File: src/rtl/gmcr_pkg.sv
// Package: register map, field layout and timing for the control bank
package gmcr_pkg;

  // ----------------------------------------------------------------
  // Register indices and byte addresses
  // ----------------------------------------------------------------
  localparam logic [11:0] GMCR_IDX_GPO = 12'h0ae;
  localparam logic [11:0] GMCR_IDX_CTRL1 = 12'h0d0;
  localparam logic [11:0] GMCR_IDX_CTRL2 = 12'h0d4;
  localparam logic [11:0] GMCR_ADDR_GPO = 12'(GMCR_IDX_GPO * 4);
  localparam logic [11:0] GMCR_ADDR_CTRL1 = 12'(GMCR_IDX_CTRL1 * 4);
  localparam logic [11:0] GMCR_ADDR_CTRL2 = 12'(GMCR_IDX_CTRL2 * 4);

  // ----------------------------------------------------------------
  // Writable masks and reset values
  // ----------------------------------------------------------------
  localparam logic [31:0] GMCR_MASK_GPO = 32'h0000_001f;
  localparam logic [31:0] GMCR_MASK_CTRL1 = 32'h00cd_1f00;
  localparam logic [31:0] GMCR_MASK_CTRL2 = 32'h0000_3fff;
  localparam logic [31:0] GMCR_RST_GPO = 32'h0000_0000;
  localparam logic [31:0] GMCR_RST_CTRL1 = 32'h0000_0000;
  localparam logic [31:0] GMCR_RST_CTRL2 = 32'h0000_0000;

  // ----------------------------------------------------------------
  // Field positions
  // ----------------------------------------------------------------
  localparam int GMCR_POS_HOST_5V = 23;
  localparam int GMCR_POS_AUX_3V3 = 22;
  localparam int GMCR_POS_CMD_WIDTH = 18;
  localparam int GMCR_POS_INCL_INT = 16;
  localparam int GMCR_POS_INT_ROUTE = 10;
  localparam int GMCR_POS_VIDEO_EN = 9;
  localparam int GMCR_POS_SKT_EN = 8;
  localparam int GMCR_POS_SCLK_DIR = 13;
  localparam int GMCR_POS_DIAG = 0;
  localparam int GMCR_GPO_BITS = 5;

  // ----------------------------------------------------------------
  // Command strobe timing
  // ----------------------------------------------------------------
  localparam int GMCR_CLK_PERIOD_NS = 8;
  localparam int GMCR_CMD_165_NS = 165;
  localparam int GMCR_CMD_80_NS = 80;
  localparam int GMCR_CMD_40_NS = 40;
  localparam logic [4:0] GMCR_CMD_165_CYC =
    5'((GMCR_CMD_165_NS + GMCR_CLK_PERIOD_NS - 1) / GMCR_CLK_PERIOD_NS);
  localparam logic [4:0] GMCR_CMD_80_CYC =
    5'((GMCR_CMD_80_NS + GMCR_CLK_PERIOD_NS - 1) / GMCR_CLK_PERIOD_NS);
  localparam logic [4:0] GMCR_CMD_40_CYC =
    5'((GMCR_CMD_40_NS + GMCR_CLK_PERIOD_NS - 1) / GMCR_CLK_PERIOD_NS);

  // ----------------------------------------------------------------
  // Types
  // ----------------------------------------------------------------
  typedef enum logic [1:0] {
    GMCR_W165 = 2'b00,
    GMCR_W80 = 2'b01,
    GMCR_W40 = 2'b10,
    GMCR_WRSV = 2'b11
  } gmcr_width_t;

  // Multifunction pin group, index 0..4 = pins 0,1,2,4,5
  typedef struct packed {
    logic [4:0] level;
    logic [4:0] oe_n;
  } gmcr_pins_t;

endpackage

File: src/rtl/gmcr_regs.sv
// Module: general output and miscellaneous control register bank on APB
`timescale 1ns/10ps
module gmcr_regs (
  input wire logic pclk,
  input wire logic presetn,
  input wire logic psel,
  input wire logic penable,
  input wire logic pwrite,
  input wire logic [11:0] paddr,
  input wire logic [31:0] pwdata,
  input wire logic [3:0] pstrb,
  output logic pready,
  output logic [31:0] prdata,
  output logic pslverr,
  input wire logic [4:0] mf_is_output,
  output gmcr_pkg::gmcr_pins_t mf_pins,
  output logic host_supply_5v,
  output logic aux_supply_3v3,
  input wire logic cmd_start,
  output logic cmd_strobe,
  input wire logic serirq_enable,
  input wire logic int_via_serirq,
  input wire logic dev_int,
  output logic serirq_include_int,
  output logic [3:0] pci_int_n,
  input wire logic video_busy,
  output logic video_activity,
  input wire logic socket_busy,
  output logic socket_led,
  input wire logic sclk_en_drive,
  output logic sclk_en_out,
  output logic sclk_en_oe_n,
  output logic [12:0] diag_test
);

  // ----------------------------------------------------------------
  // Helpers
  // ----------------------------------------------------------------
  function automatic logic [31:0] gmcr_merge(
    input logic [31:0] old,
    input logic [31:0] wdata,
    input logic [3:0] strb,
    input logic [31:0] mask
  );
    logic [31:0] m;
    m = mask & {{8{strb[3]}}, {8{strb[2]}}, {8{strb[1]}}, {8{strb[0]}}};
    return (old & ~m) | (wdata & m);
  endfunction

  function automatic logic [4:0] gmcr_width_cycles(input logic [1:0] code);
    logic [4:0] c;
    c = gmcr_pkg::GMCR_CMD_165_CYC;
    if (code == gmcr_pkg::GMCR_W80) begin
      c = gmcr_pkg::GMCR_CMD_80_CYC;
    end else if (code == gmcr_pkg::GMCR_W40) begin
      c = gmcr_pkg::GMCR_CMD_40_CYC;
    end
    return c;
  endfunction

  // ----------------------------------------------------------------
  // Registers and decode
  // ----------------------------------------------------------------
  logic [31:0] gpo;
  logic [31:0] ctrl1;
  logic [31:0] ctrl2;
  logic [4:0] cmd_count;

  wire sel_gpo = paddr == gmcr_pkg::GMCR_ADDR_GPO;
  wire sel_ctrl1 = paddr == gmcr_pkg::GMCR_ADDR_CTRL1;
  wire sel_ctrl2 = paddr == gmcr_pkg::GMCR_ADDR_CTRL2;
  wire mapped = sel_gpo | sel_ctrl1 | sel_ctrl2;
  wire setup = psel & ~penable;
  wire commit = psel & penable & pready & pwrite & ~pslverr;

  // Reserved read zero
  // Masked readback
  wire [31:0] read_mux = sel_gpo ? gpo & gmcr_pkg::GMCR_MASK_GPO :
    sel_ctrl1 ? ctrl1 & gmcr_pkg::GMCR_MASK_CTRL1 :
    sel_ctrl2 ? ctrl2 & gmcr_pkg::GMCR_MASK_CTRL2 : 32'h0000_0000;

  wire [31:0] next_gpo = (commit & sel_gpo) ?
    gmcr_merge(gpo, pwdata, pstrb, gmcr_pkg::GMCR_MASK_GPO) : gpo;
  wire [31:0] next_ctrl1 = (commit & sel_ctrl1) ?
    gmcr_merge(ctrl1, pwdata, pstrb, gmcr_pkg::GMCR_MASK_CTRL1) : ctrl1;
  wire [31:0] next_ctrl2 = (commit & sel_ctrl2) ?
    gmcr_merge(ctrl2, pwdata, pstrb, gmcr_pkg::GMCR_MASK_CTRL2) : ctrl2;

  always_ff @(posedge pclk or negedge presetn) begin
    if (!presetn) begin
      gpo <= gmcr_pkg::GMCR_RST_GPO;
      ctrl1 <= gmcr_pkg::GMCR_RST_CTRL1;
      ctrl2 <= gmcr_pkg::GMCR_RST_CTRL2;
    end else begin
      gpo <= next_gpo;
      ctrl1 <= next_ctrl1;
      ctrl2 <= next_ctrl2;
    end
  end

  // ----------------------------------------------------------------
  // APB answer, no wait state
  // ----------------------------------------------------------------
  always_ff @(posedge pclk or negedge presetn) begin
    if (!presetn) begin
      pready <= 1'b0;
      prdata <= 32'h0000_0000;
      pslverr <= 1'b0;
    end else begin
      pready <= setup;
      prdata <= (setup & ~pwrite) ? read_mux : 32'h0000_0000;
      pslverr <= setup & ~mapped;
    end
  end

  // ----------------------------------------------------------------
  // Field views
  // ----------------------------------------------------------------
  wire [4:0] out_level = gpo[gmcr_pkg::GMCR_GPO_BITS-1:0];
  wire f_host_5v = ctrl1[gmcr_pkg::GMCR_POS_HOST_5V];
  wire f_aux_3v3 = ctrl1[gmcr_pkg::GMCR_POS_AUX_3V3];
  wire [1:0] f_cmd_width = ctrl1[gmcr_pkg::GMCR_POS_CMD_WIDTH +: 2];
  wire f_incl_int = ctrl1[gmcr_pkg::GMCR_POS_INCL_INT];
  wire [2:0] f_route = ctrl1[gmcr_pkg::GMCR_POS_INT_ROUTE +: 3];
  wire f_video_en = ctrl1[gmcr_pkg::GMCR_POS_VIDEO_EN];
  wire f_skt_en = ctrl1[gmcr_pkg::GMCR_POS_SKT_EN];
  wire f_sclk_dir = ctrl2[gmcr_pkg::GMCR_POS_SCLK_DIR];
  wire [12:0] f_diag = ctrl2[gmcr_pkg::GMCR_POS_DIAG +: 13];

  // ----------------------------------------------------------------
  // Pin and control outputs
  // ----------------------------------------------------------------
  // Pin levels from bits
  wire [4:0] next_pin_level = out_level & mf_is_output;
  wire [4:0] next_pin_oe_n = ~mf_is_output;

  wire route_on = serirq_enable & int_via_serirq;
  wire [3:0] route_hot = (f_route[2] | ~route_on | ~dev_int) ? 4'h0 :
    4'h1 << f_route[1:0];

  always_ff @(posedge pclk or negedge presetn) begin
    if (!presetn) begin
      mf_pins <= '{level: 5'h00, oe_n: 5'h1f};
      host_supply_5v <= 1'b0;
      aux_supply_3v3 <= 1'b0;
      serirq_include_int <= 1'b0;
      pci_int_n <= 4'hf;
      video_activity <= 1'b0;
      socket_led <= 1'b0;
      sclk_en_out <= 1'b0;
      sclk_en_oe_n <= 1'b1;
      diag_test <= 13'h0000;
    end else begin
      mf_pins <= '{level: next_pin_level, oe_n: next_pin_oe_n};
      host_supply_5v <= f_host_5v;
      aux_supply_3v3 <= f_aux_3v3;
      serirq_include_int <= f_incl_int & serirq_enable;
      pci_int_n <= ~route_hot;
      video_activity <= f_video_en & video_busy;
      socket_led <= f_skt_en & socket_busy;
      sclk_en_out <= f_sclk_dir & sclk_en_drive;
      sclk_en_oe_n <= ~f_sclk_dir;
      diag_test <= f_diag;
    end
  end

  // ----------------------------------------------------------------
  // Command strobe width generator
  // ----------------------------------------------------------------
  // Width from field
  wire cmd_go = cmd_start & (cmd_count == 5'h00);
  wire [4:0] next_cmd_count = cmd_go ? gmcr_width_cycles(f_cmd_width) :
    (cmd_count != 5'h00) ? cmd_count - 5'h01 : 5'h00;

  always_ff @(posedge pclk or negedge presetn) begin
    if (!presetn) begin
      cmd_count <= 5'h00;
      cmd_strobe <= 1'b0;
    end else begin
      cmd_count <= next_cmd_count;
      cmd_strobe <= next_cmd_count != 5'h00;
    end
  end

  // ----------------------------------------------------------------
  // Assertions
  // ----------------------------------------------------------------
  AST_RSV_ZERO: assert property (
    @(posedge pclk) disable iff (!presetn)
    pready & ~pwrite & psel & sel_ctrl1 |-> prdata[31:24] == 8'h00 &&
      prdata[21:20] == 2'b00 && prdata[7:0] == 8'h00)
    else $error("reserved bits read non-zero");

  AST_PIN5: assert property (
    @(posedge pclk) disable iff (!presetn)
    mf_is_output[4] |=> mf_pins.level[4] == $past(gpo[4]) &&
      !mf_pins.oe_n[4])
    else $error("pin 5 not driven by output bit 4");

  AST_PIN4: assert property (
    @(posedge pclk) disable iff (!presetn)
    mf_is_output[3] |=> mf_pins.level[3] == $past(gpo[3]))
    else $error("pin 4 not driven by output bit 3");

  AST_PIN210: assert property (
    @(posedge pclk) disable iff (!presetn)
    &mf_is_output[2:0] |=> mf_pins.level[2:0] == $past(gpo[2:0]))
    else $error("pins 2..0 not driven by output bits");

  AST_SUPPLY: assert property (
    @(posedge pclk) disable iff (!presetn)
    ##1 host_supply_5v == $past(ctrl1[23]))
    else $error("host supply flag mismatch");

  AST_AUX: assert property (
    @(posedge pclk) disable iff (!presetn)
    ##1 aux_supply_3v3 == $past(ctrl1[22]))
    else $error("aux supply flag mismatch");

  AST_STROBE40: assert property (
    @(posedge pclk) disable iff (!presetn)
    cmd_go && f_cmd_width == 2'b10 |=> cmd_strobe [*5] ##1 !cmd_strobe)
    else $error("40 ns strobe width wrong");

  AST_INCLUDE: assert property (
    @(posedge pclk) disable iff (!presetn)
    !ctrl1[16] |=> !serirq_include_int)
    else $error("interrupt included while disabled");

  AST_ROUTE: assert property (
    @(posedge pclk) disable iff (!presetn)
    route_on && dev_int && f_route == 3'b011 |=> pci_int_n == 4'h7)
    else $error("route to line D wrong");

  AST_ROUTE_GATE: assert property (
    @(posedge pclk) disable iff (!presetn)
    !serirq_enable || !int_via_serirq |=> pci_int_n == 4'hf)
    else $error("routing applied outside serial IRQ mode");

  AST_VIDEO: assert property (
    @(posedge pclk) disable iff (!presetn)
    !f_video_en |=> !video_activity)
    else $error("video activity while disabled");

  AST_LED: assert property (
    @(posedge pclk) disable iff (!presetn)
    !f_skt_en |=> !socket_led)
    else $error("socket LED while disabled");

  AST_SCLK_DIR: assert property (
    @(posedge pclk) disable iff (!presetn)
    ##1 sclk_en_oe_n == !$past(ctrl2[13]))
    else $error("clock-enable direction wrong");

  AST_DIAG: assert property (
    @(posedge pclk) disable iff (!presetn)
    ##1 diag_test == $past(ctrl2[12:0]))
    else $error("diagnostic bits not presented");

  AST_RELEASE: assert property (
    @(posedge pclk) disable iff (!presetn)
    !mf_is_output[0] |=> mf_pins.oe_n[0] && !mf_pins.level[0])
    else $error("unselected pin affected");

  AST_RESET: assert property (
    @(posedge pclk) disable iff (!presetn)
    $rose(presetn) |-> ctrl1 == gmcr_pkg::GMCR_RST_CTRL1 &&
      gpo == gmcr_pkg::GMCR_RST_GPO && ctrl2 == gmcr_pkg::GMCR_RST_CTRL2)
    else $error("defaults not restored by reset");

  AST_UNMAPPED_WR: assert property (
    @(posedge pclk) disable iff (!presetn)
    psel & penable & pwrite & pslverr |=> $stable(ctrl1) &&
      $stable(gpo) && $stable(ctrl2))
    else $error("unmapped write changed a register");

  AST_STROBE_IDLE: assert property (
    @(posedge pclk) disable iff (!presetn)
    !cmd_start && cmd_count == 5'h00 |=> !cmd_strobe)
    else $error("strobe without a start");

  AST_STROBE80: assert property (
    @(posedge pclk) disable iff (!presetn)
    cmd_go && f_cmd_width == 2'h1 |=> cmd_strobe &&
      cmd_count == gmcr_pkg::GMCR_CMD_80_CYC)
    else $error("80 ns strobe length wrong");

  AST_STROBE165: assert property (
    @(posedge pclk) disable iff (!presetn)
    cmd_go && f_cmd_width == 2'h0 |=> cmd_strobe &&
      cmd_count == gmcr_pkg::GMCR_CMD_165_CYC)
    else $error("165 ns strobe length wrong");

  AST_ROUTE_A: assert property (
    @(posedge pclk) disable iff (!presetn)
    route_on && dev_int && f_route == 3'h0 |=> pci_int_n == 4'he)
    else $error("route to line A wrong");

  AST_ROUTE_RSV: assert property (
    @(posedge pclk) disable iff (!presetn)
    f_route[2] |=> pci_int_n == 4'hf)
    else $error("reserved route code drove a line");

  AST_SCLK_IN: assert property (
    @(posedge pclk) disable iff (!presetn)
    !f_sclk_dir |=> sclk_en_oe_n && !sclk_en_out)
    else $error("clock-enable pin driven while input");

  COV_WRITE_CTRL1: cover property (
    @(posedge pclk) disable iff (!presetn) commit & sel_ctrl1);
  COV_READ_GPO: cover property (
    @(posedge pclk) disable iff (!presetn)
    pready & ~pwrite & sel_gpo);
  COV_ROUTE_C: cover property (
    @(posedge pclk) disable iff (!presetn) pci_int_n == 4'hb);
  COV_UNMAPPED: cover property (
    @(posedge pclk) disable iff (!presetn) pslverr);

endmodule
File: config.mk
export PLATFORM = sky130hd
export DESIGN_NAME = gmcr_regs
export DESIGN_NICKNAME = d
export VERILOG_FILES = /design/src/rtl/gmcr_pkg.sv /design/src/rtl/gmcr_regs.sv
export SDC_FILE = /design/constraint.sdc
export NUM_CORES = 1
export LEC_CHECK = 0
export BUFFER_PORTS_ARGS = -buffer_cell sky130_fd_sc_hd__buf_2
export CAP_MARGIN = 20
export CORE_MARGIN = 1
export CORE_UTILIZATION = 37
export DETAILED_ROUTE_END_ITERATION = 16
export GPL_ROUTABILITY_DRIVEN = 0
export SLEW_MARGIN = 5
export SYNTH_ARGS = -nofsm -noshare
export SYNTH_HDL_FRONTEND = slang
export SYNTH_SLANG_ARGS = --single-unit
File: constraint.sdc
create_clock -name pclk -period 2.16 [get_ports pclk]
set_clock_uncertainty 0.15 [all_clocks]
set_input_delay 0.54 -clock pclk [delete_from_list [all_inputs] [get_ports pclk]]
set_output_delay 0.54 -clock pclk [all_outputs]
set_load 0.03 [all_outputs]
# [Word-level counts from Yosys, hierarchy flattened]
# Cells that the tools add are included.
[word_totals] reg_bits=162 input_bits=65
[op_classes] eq_ne=5 n_reduce_logical=3 bitwise_logic=42 muxes=9 shift=1 addsub=1
[op_table] operator="$and A32 B32 Y32" count=3
[op_table] operator="$or A32 B32 Y32" count=3
[op_table] operator="$mux W24" count=3
[op_table] operator="$eq A12 B10 Y1 const B" count=3
[op_table] operator="$and A32 B14 Y32" count=1
[op_table] operator="$and A32 B24 Y32" count=1
[op_table] operator="$and A32 B5 Y32" count=1
[op_table] operator="$not A14 Y32" count=1
[op_table] operator="$not A24 Y32" count=1
[op_table] operator="$not A5 Y32" count=1
[op_table] operator="$mux W5" count=4
[op_table] operator="$and A1 B1 Y1" count=16
[op_table] operator="$mux W14" count=1
[op_table] operator="$reduce_bool A5 Y1" count=2
[op_table] operator="$not A1 Y1" count=7
[op_table] operator="$and A5 B5 Y5" count=1
[op_table] operator="$logic_not A5 Y1" count=1
[op_table] operator="$not A5 Y5" count=1
[op_table] operator="$sub A5 B1 Y5 const B" count=1
[op_table] operator="$mux W4" count=1
[op_table] operator="$not A4 Y4" count=1
[op_table] operator="$or A1 B1 Y1" count=4
[op_table] operator="$shl A1 B2 Y4 const A" count=1
[op_table] operator="$eq A2 B1 Y1 const B" count=1
[op_table] operator="$eq A2 B2 Y1 const B" count=1

# [Depth between registers and ports, before layout]
# Gate-level depths: netlist of the first run.
[logic_depth] word_depth=6 mapped_depth=6 mapped_depth_nobuf=6

# [Worst setup path after synthesis of the first run]
# Ideal clock, no wire load.
[synth_timing] path_kind="in2reg" start="in paddr[1]" end="reg with a tool-made name" slack_ps=64 path_buffers=0 stages=4 t_arrival_ps=1821 t_required_ps=1885 setup_time_ps=125 path_cell_list="nor4b_4 > nand4_4 > nor3_4 > mux2_2"
[synth_lines] item="start, declared" line="gmcr_regs.sv:9" rtl="input wire logic [11:0] paddr,"

# [Final worst setup path of the first run]
[layout_timing] start="reg cmd_count[0]" end="reg cmd_strobe"
[layout_between] elab_chain_len=4 word_cells_on_any_way=7 cone_classes="add/sub (1); mux (2); bitwise (1); reduce/logical (3)"
[layout_lines] item="start, declared" line="gmcr_regs.sv:67" rtl="logic [4:0] cmd_count;"
[layout_lines] item="start signal, assigned" line="gmcr_regs.sv:180" rtl="cmd_count <= next_cmd_count;"
[layout_lines] item="$sub A5 B1 Y5 (tied with other cells)" line="gmcr_regs.sv:173" rtl="(cmd_count != 5'h00) ? cmd_count - 5'h01 : 5'h00;"
[layout_lines] item="$mux W5 / $and A1 B1 Y1 (equally long branches)" line="gmcr_regs.sv:173, gmcr_regs.sv:171"
[layout_lines] item="$mux W5 *" line="gmcr_regs.sv:172" rtl="wire [4:0] next_cmd_count = cmd_go ? gmcr_width_cycles(f_cmd_width) :"
[layout_lines] item="via next_cmd_count[1]" line="gmcr_regs.sv:172"
[layout_lines] item="$reduce_bool A5 Y1 *" line="gmcr_regs.sv:181" rtl="cmd_strobe <= next_cmd_count != 5'h00;"
[layout_lines] item="end signal, assigned" line="gmcr_regs.sv:178" rtl="cmd_strobe <= 1'b0;"
[layout_lines] item="end signal, assigned" line="gmcr_regs.sv:181"
[layout_lines] item="end, declared" line="gmcr_regs.sv:20" rtl="output logic cmd_strobe,"
# Mark *: on every way through the listed nets, which the timed path passes. The rest lies on a longest branch.
# A chain may end at the register's enable or synchronous reset.

==> flow_summary.yaml, run 1 <==
pwr:
  p_leak_nw: 2.40
  power_density_nw_per_um2: 790
  ir_drop_mv: 0.351
  p_total_mw: 3.52
timing:
  finalSetupViolCount: 0
  period_share_pct: 94.5
  postLayoutSetupSlackWorst_ns: 0.118
  tns_ns: 0
  fmax_mhz: 490
  drv_slew: 0
  worst_hold_slack_ns: 0.0402
  rsz0062_at_grt: "false"
  finalHoldViolations: 0
  fin_crit_ns: 2.04
finish:
  layout-drive-gt1-share_pct: 52.7
  design_area_um2: 4460
  area_delta_synth_final_pct: 29.5
  nets: 432
  layout_commonest_cell: "buf_2"
  layout_common_cells: "buf_2 (105), dfrtp_1 (80), mux2_2 (29), buf_4 (18), inv_1 (15)"
  antennaDiodeCount: 0
synthesis:
  yosys_register_bits: 90
  synth_edf_count: 0
  synth_cell_types: 37
  yosysTopAreaCell: "dfrtp_1"
  synth_area_leaders: "dfrtp_1 (58%), mux2_2 (9.5%), dfstp_2 (7.6%)"
  avgSynthCellArea_um2: 14.8
  async_reset_ff_share_pct: 100
  synth_ff_type: "dfrtp_1"
  synth_top_family_by_area: "simple AND/OR/NAND/NOR gates"
  synth_top_area_share_pct: 58.2
  synthSimpleGateAreaFrac_pct: 14.4
  ys_warn_count: 0
  synth_area_um2: 3440
  yosys-mux-area-fraction_pct: 11.2
  synthAdderAreaFrac_pct: 0.727
  synth_xor_xnor_area_share_pct: 0.509
  synthCells: 232
  ys_seq_area_share_pct: 65.8
  synth_compound_area_share_pct: 2.40
global_routing:
  grt.met2_usage_pct: 23.7
  grt_pass1_vias: 2221
  grt_busiest_layer: "met2"
  grt_antenna_before_repair: 0
  grt_pass1_wl_mm: 11.2
  use_met1_pct: 20.4
  grt_start_max_net_pins: 91
  globalRouteOverflowTotal: 0
  grt_use_met3_pct: 3.48
  grt.total_usage_pct: 15.3
detailed_routing:
  viasPerCell: 4.61
  route.detailed.drc: 8
  drt_wl_total_mm: 6.85
  first_pass_iters: 11
  wl_per_cell_um: 14.3
  drtIter0Drc: 41
  vias: 2203
  ant_nets: 0
setup_path:
  startpoint_type: "flop"
  cp_max_fo: 4
  cp_slowest_cell: "or4b_2"
  endpoint_kind: "flop"
  cpPeakStageDelay_ns: 0.63
  cp.required_ns: 2.23
  arrival_ns: 2.11
  critPathTopFamily: "simple AND/OR/NAND/NOR gates"
  worstPathCellList: "inv_1, ha_1, nor4b_4, o21ai_1, or4b_2"
  path_buf_inv: 1
  rrSetupSlack_ns: 0.12
  path_class: "flop to flop"
clock_network:
  htreeDepth: 3
  clk_pin_slew_ns: 0.09
  cts.sinks: 90
  cts_tree: "done"
  holdBufCountCts: 0
  clockBufferDepth: 2
  clk_latency_ns: 0.35
  root_buffer: "clkbuf_8"
  numCtsBuffers: 9
worst_hold_path:
  hp-class: "input port to asynchronous set/reset pin"
placed_design:
  dp_hpwl_mm: 4.82
  dp_slack_ns: -0.142
  place_area_um2: 4230
  io_buffer_count: 106
die:
  core-area_um2: 8850
  die_area_um2: 9690
  die_x_um: 98.5
  io_pins: 134
  row_count: 34
  fp.dieH_um: 98.5
  start_util_pct: 38.9
outcome:
  failed_checks: "design-rule violations"
  status: "finished, violations left"
job:
  maxCapViolCount: 0
## worst reg2reg max path: cells and delay by family, from the launching register on
kind            cells  cell delay, ns
simple gates        2            0.92
flops               1            0.41
fa+ha+maj           1            0.22
compound gates      1            0.14
buf+inv             1            0.08
## layer usage
metal  part of all wire [%]  vias up
met5                      0        -
met4                   0.73        0
met3                    5.8        3
met2                     50       73
met1                     44     1079
li1                       -     1048
## per-stage QoR
stage,util [%],cells
2_1_floorplan,-,244
3_5_place_dp,47.8,461
5_1_grt,50.4,478
4_1_cts,50.3,477
3_3_place_gp,47.8,461
6_report,50.4,478
## where the power goes
part	leakage [nW]	internal [mW]	total, mW	switching [mW]
clock	0.115	0.664	1.28	0.612
sequential	1.21	1.75	1.82	0.0654
combinational	1.08	0.182	0.427	0.244
total	2.40	2.60	3.52	0.921
## worst paths after layout
path	startpoint	end	depth (start not counted)
max	cmd_count[0]	cmd_strobe	5
min	presetn	cmd_count[4]	2
max reg2reg	cmd_count[0]	cmd_strobe	5
min reg2reg	flop	diag_test[6]	0
max in group asynchronous	presetn	mf_pins[3]	2
min in group pclk	mf_is_output[1]	mf_pins[1]	2
## cell type report
class	count	area, µm²
fill	803	4390
sequential	90	2260
multi-input combinational	123	1060
timing repair buffer	126	721
tap	108	135
clock buffer	9	124
clock inverter	7	100
inverter	15	56.3
## repair_timing
action / CTS / global route
resized for setup: 0 / 1
setup buffers: 0 / 1
setup endpoints to repair: 0 / 1
## Yosys cell counts, types with 3 or more instances
cell type,n
a32o_1,5
and2_1,9
and3_1,4
buf_4,13
dfrtp_1,80
dfstp_2,10
inv_1,15
mux2_2,29
mux2i_1,6
nand2_1,3
nand3_1,3
nor2_1,11
nor3_4,3
nor3b_1,5
o21ai_0,4
## kinds of logic (layout without fill, tap and decap cells)
logic type / after synthesis / in the layout
buffers and inverters: 31 / 157
adder cells (fa/ha/maj): 2 / 2
XOR/XNOR: 2 / 2
other: 1 / 13
flip-flops: 90 / 90
AND/OR/NAND/NOR: 60 / 60
AO/OA/AOI/OAI: 11 / 11
multiplexers: 35 / 35
No activity file was read; power rests on OpenSTA's default activity.
==> inputs of run 2 (changes only) <==
--- a/config.mk
+++ b/config.mk
@@ -5,13 +5,13 @@
 export SDC_FILE = /design/constraint.sdc
 export NUM_CORES = 1
 export LEC_CHECK = 0
-export BUFFER_PORTS_ARGS = -buffer_cell sky130_fd_sc_hd__buf_2
+export BUFFER_PORTS_ARGS = -buffer_cell sky130_fd_sc_hd__clkbuf_2
 export CAP_MARGIN = 20
 export CORE_MARGIN = 1
 export CORE_UTILIZATION = 37
 export DETAILED_ROUTE_END_ITERATION = 16
 export GPL_ROUTABILITY_DRIVEN = 0
-export SLEW_MARGIN = 5
+export SLEW_MARGIN = 40
 export SYNTH_ARGS = -nofsm -noshare
 export SYNTH_HDL_FRONTEND = slang
 export SYNTH_SLANG_ARGS = --single-unit
==> run 2 against run 1 <==
  * The flow now finishes without violations
  * Critical endpoint unchanged
  * Critical path depth is the same
  * Sequential power about the same
  * Largest power group unchanged
  * Power up 4.4%
  * Maximum frequency up 1.6%
  * Via count down 0.41%
  * Combinational power grew 8.7%
  * Clock power increased by 9%
==> flow_summary.yaml, run 2 (synthesis gave the netlist of run 1 again) <==
outcome:
  status: "finished, final reports clean"
clock_network:
  cts.sinks: 90
  clk_latency_ns: 0.35
  numCtsBuffers: 9
  root_buffer: "clkbuf_8"
  htreeDepth: 3
  clockBufferDepth: 2
  cts_tree: "done"
  clk_pin_slew_ns: 0.09
pwr:
  power_density_nw_per_um2: 815
  ir_drop_mv: 0.409
  p_leak_nw: 2.40
timing:
  fin_crit_ns: 2.01
  finalSetupViolCount: 0
  period_share_pct: 93.1
  postLayoutSetupSlackWorst_ns: 0.149
  rsz0062_at_grt: "false"
  finalHoldViolations: 0
  fmax_mhz: 497
  drv_slew: 0
  worst_hold_slack_ns: 0.143
die:
  io_pins: 134
  die_x_um: 98.5
  fp.dieH_um: 98.5
  die_area_um2: 9690
  start_util_pct: 38.9
  row_count: 34
  core-area_um2: 8850
detailed_routing:
  drtIter0Drc: 73
  viasPerCell: 4.57
  first_pass_iters: 6
  vias: 2194
  route.detailed.drc: 0
  ant_nets: 0
  drt_wl_total_mm: 6.72
  wl_per_cell_um: 14.0
global_routing:
  grt_start_max_net_pins: 51
  grt_antenna_before_repair: 0
  grt_pass1_wl_mm: 10.8
  grt_pass1_vias: 2127
  globalRouteOverflowTotal: 0
  grt.total_usage_pct: 14.7
setup_path:
  arrival_ns: 2.08
  critPathLaunch: "cmd_count[0]"
  startpoint_type: "flop"
  rr_worst_depth: 5
  path_class: "flop to flop"
  rr_endpoint: "cmd_strobe"
  rrSetupSlack_ns: 0.15
  cp_max_fo: 5
  r2r_start: "cmd_count[0]"
  endpoint: "cmd_strobe"
  cp.required_ns: 2.23
  endpoint_kind: "flop"
placed_design:
  io_buffer_count: 106
  place_area_um2: 4230
  dp_slack_ns: -0.120
  dp_hpwl_mm: 4.90
  dp.cells: 462
finish:
  stdcell_count: 480
  post-route-util_pct: 51.0
  layout_common_cells: "clkbuf_2 (105), dfrtp_1 (80), mux2_2 (29), buf_4 (19), inv_1 (15)"
  layout-drive-gt1-share_pct: 53.5
  area_delta_synth_final_pct: 31.0
  design_area_um2: 4510
  layout_commonest_cell: "clkbuf_2"
  nets: 434
  antennaDiodeCount: 0
job:
  maxCapViolCount: 0
worst_hold_path:
  hp-class: "input port to flop"
run 2: layout make-up:
class,instances,area [µm²]
fill,791,4340
timing repair buffer,128,738
multi-input combinational,123,1070
inverter,15,56.3
sequential,90,2260
clock inverter,7,125
clock buffer,9,124
tap,108,135
run 2: per-layer routing:
layer  GRT usage [%]  wire (µm)  up-vias
met4            6.31         98        0
met5               0          0        -
met2            22.3       3160       81
li1                -          -     1042
met3            4.04        389        7
met1            19.9       3070     1064
run 2: worst max-delay path, stage by stage (launching register included):
cell and delay (ns):
dfrtp_1 0.38, inv_1 0.08, ha_2 0.23, nor4b_4 0.31, o21ai_2 0.10, or4b_2 0.63
run 2: worst min-delay path by stage:
stage | start | to | slack, ns | cells past startpoint
after floorplan | presetn | asynchronous set/reset pin | 0.09 | 0
after global placement | flop | diag_test[6] | 0.22 | 0
after detailed placement | flop | host_supply_5v | 0.22 | 0
after CTS | mf_is_output[3] | mf_pins[3] | 0.12 | 2
after global routing | mf_is_output[0] | mf_pins[0] | 0.13 | 2
final | mf_is_output[2] | mf_pins[2] | 0.14 | 2
run 2: stage by stage:
step	setup TNS [ns]	power [mW]
after CTS	0	3.67
after global placement	-2.16	2.26
after global routing	0	3.85
final	0	3.67
after detailed placement	-2.51	2.28
after floorplan	0	2.11
run 2: where the power goes:
group	leakage (nW)	total (mW)	switching, mW	internal (mW)
Clock	0.124	1.39	0.610	0.781
Combinational	1.07	0.464	0.258	0.206
Sequential	1.21	1.82	0.0671	1.75
Total	2.40	3.67	0.935	2.74
run 2: timing repair:
| item | 4_1_cts | 5_1_grt |
|---|---|---|
| setup endpoints to repair | 0 | 1 |
| resized for setup | 0 | 4 |
| hold buffers | 1 | 0 |
| endpoints found under the hold margin | 22 | 0 |
| buffers inserted | 0 | 1 |
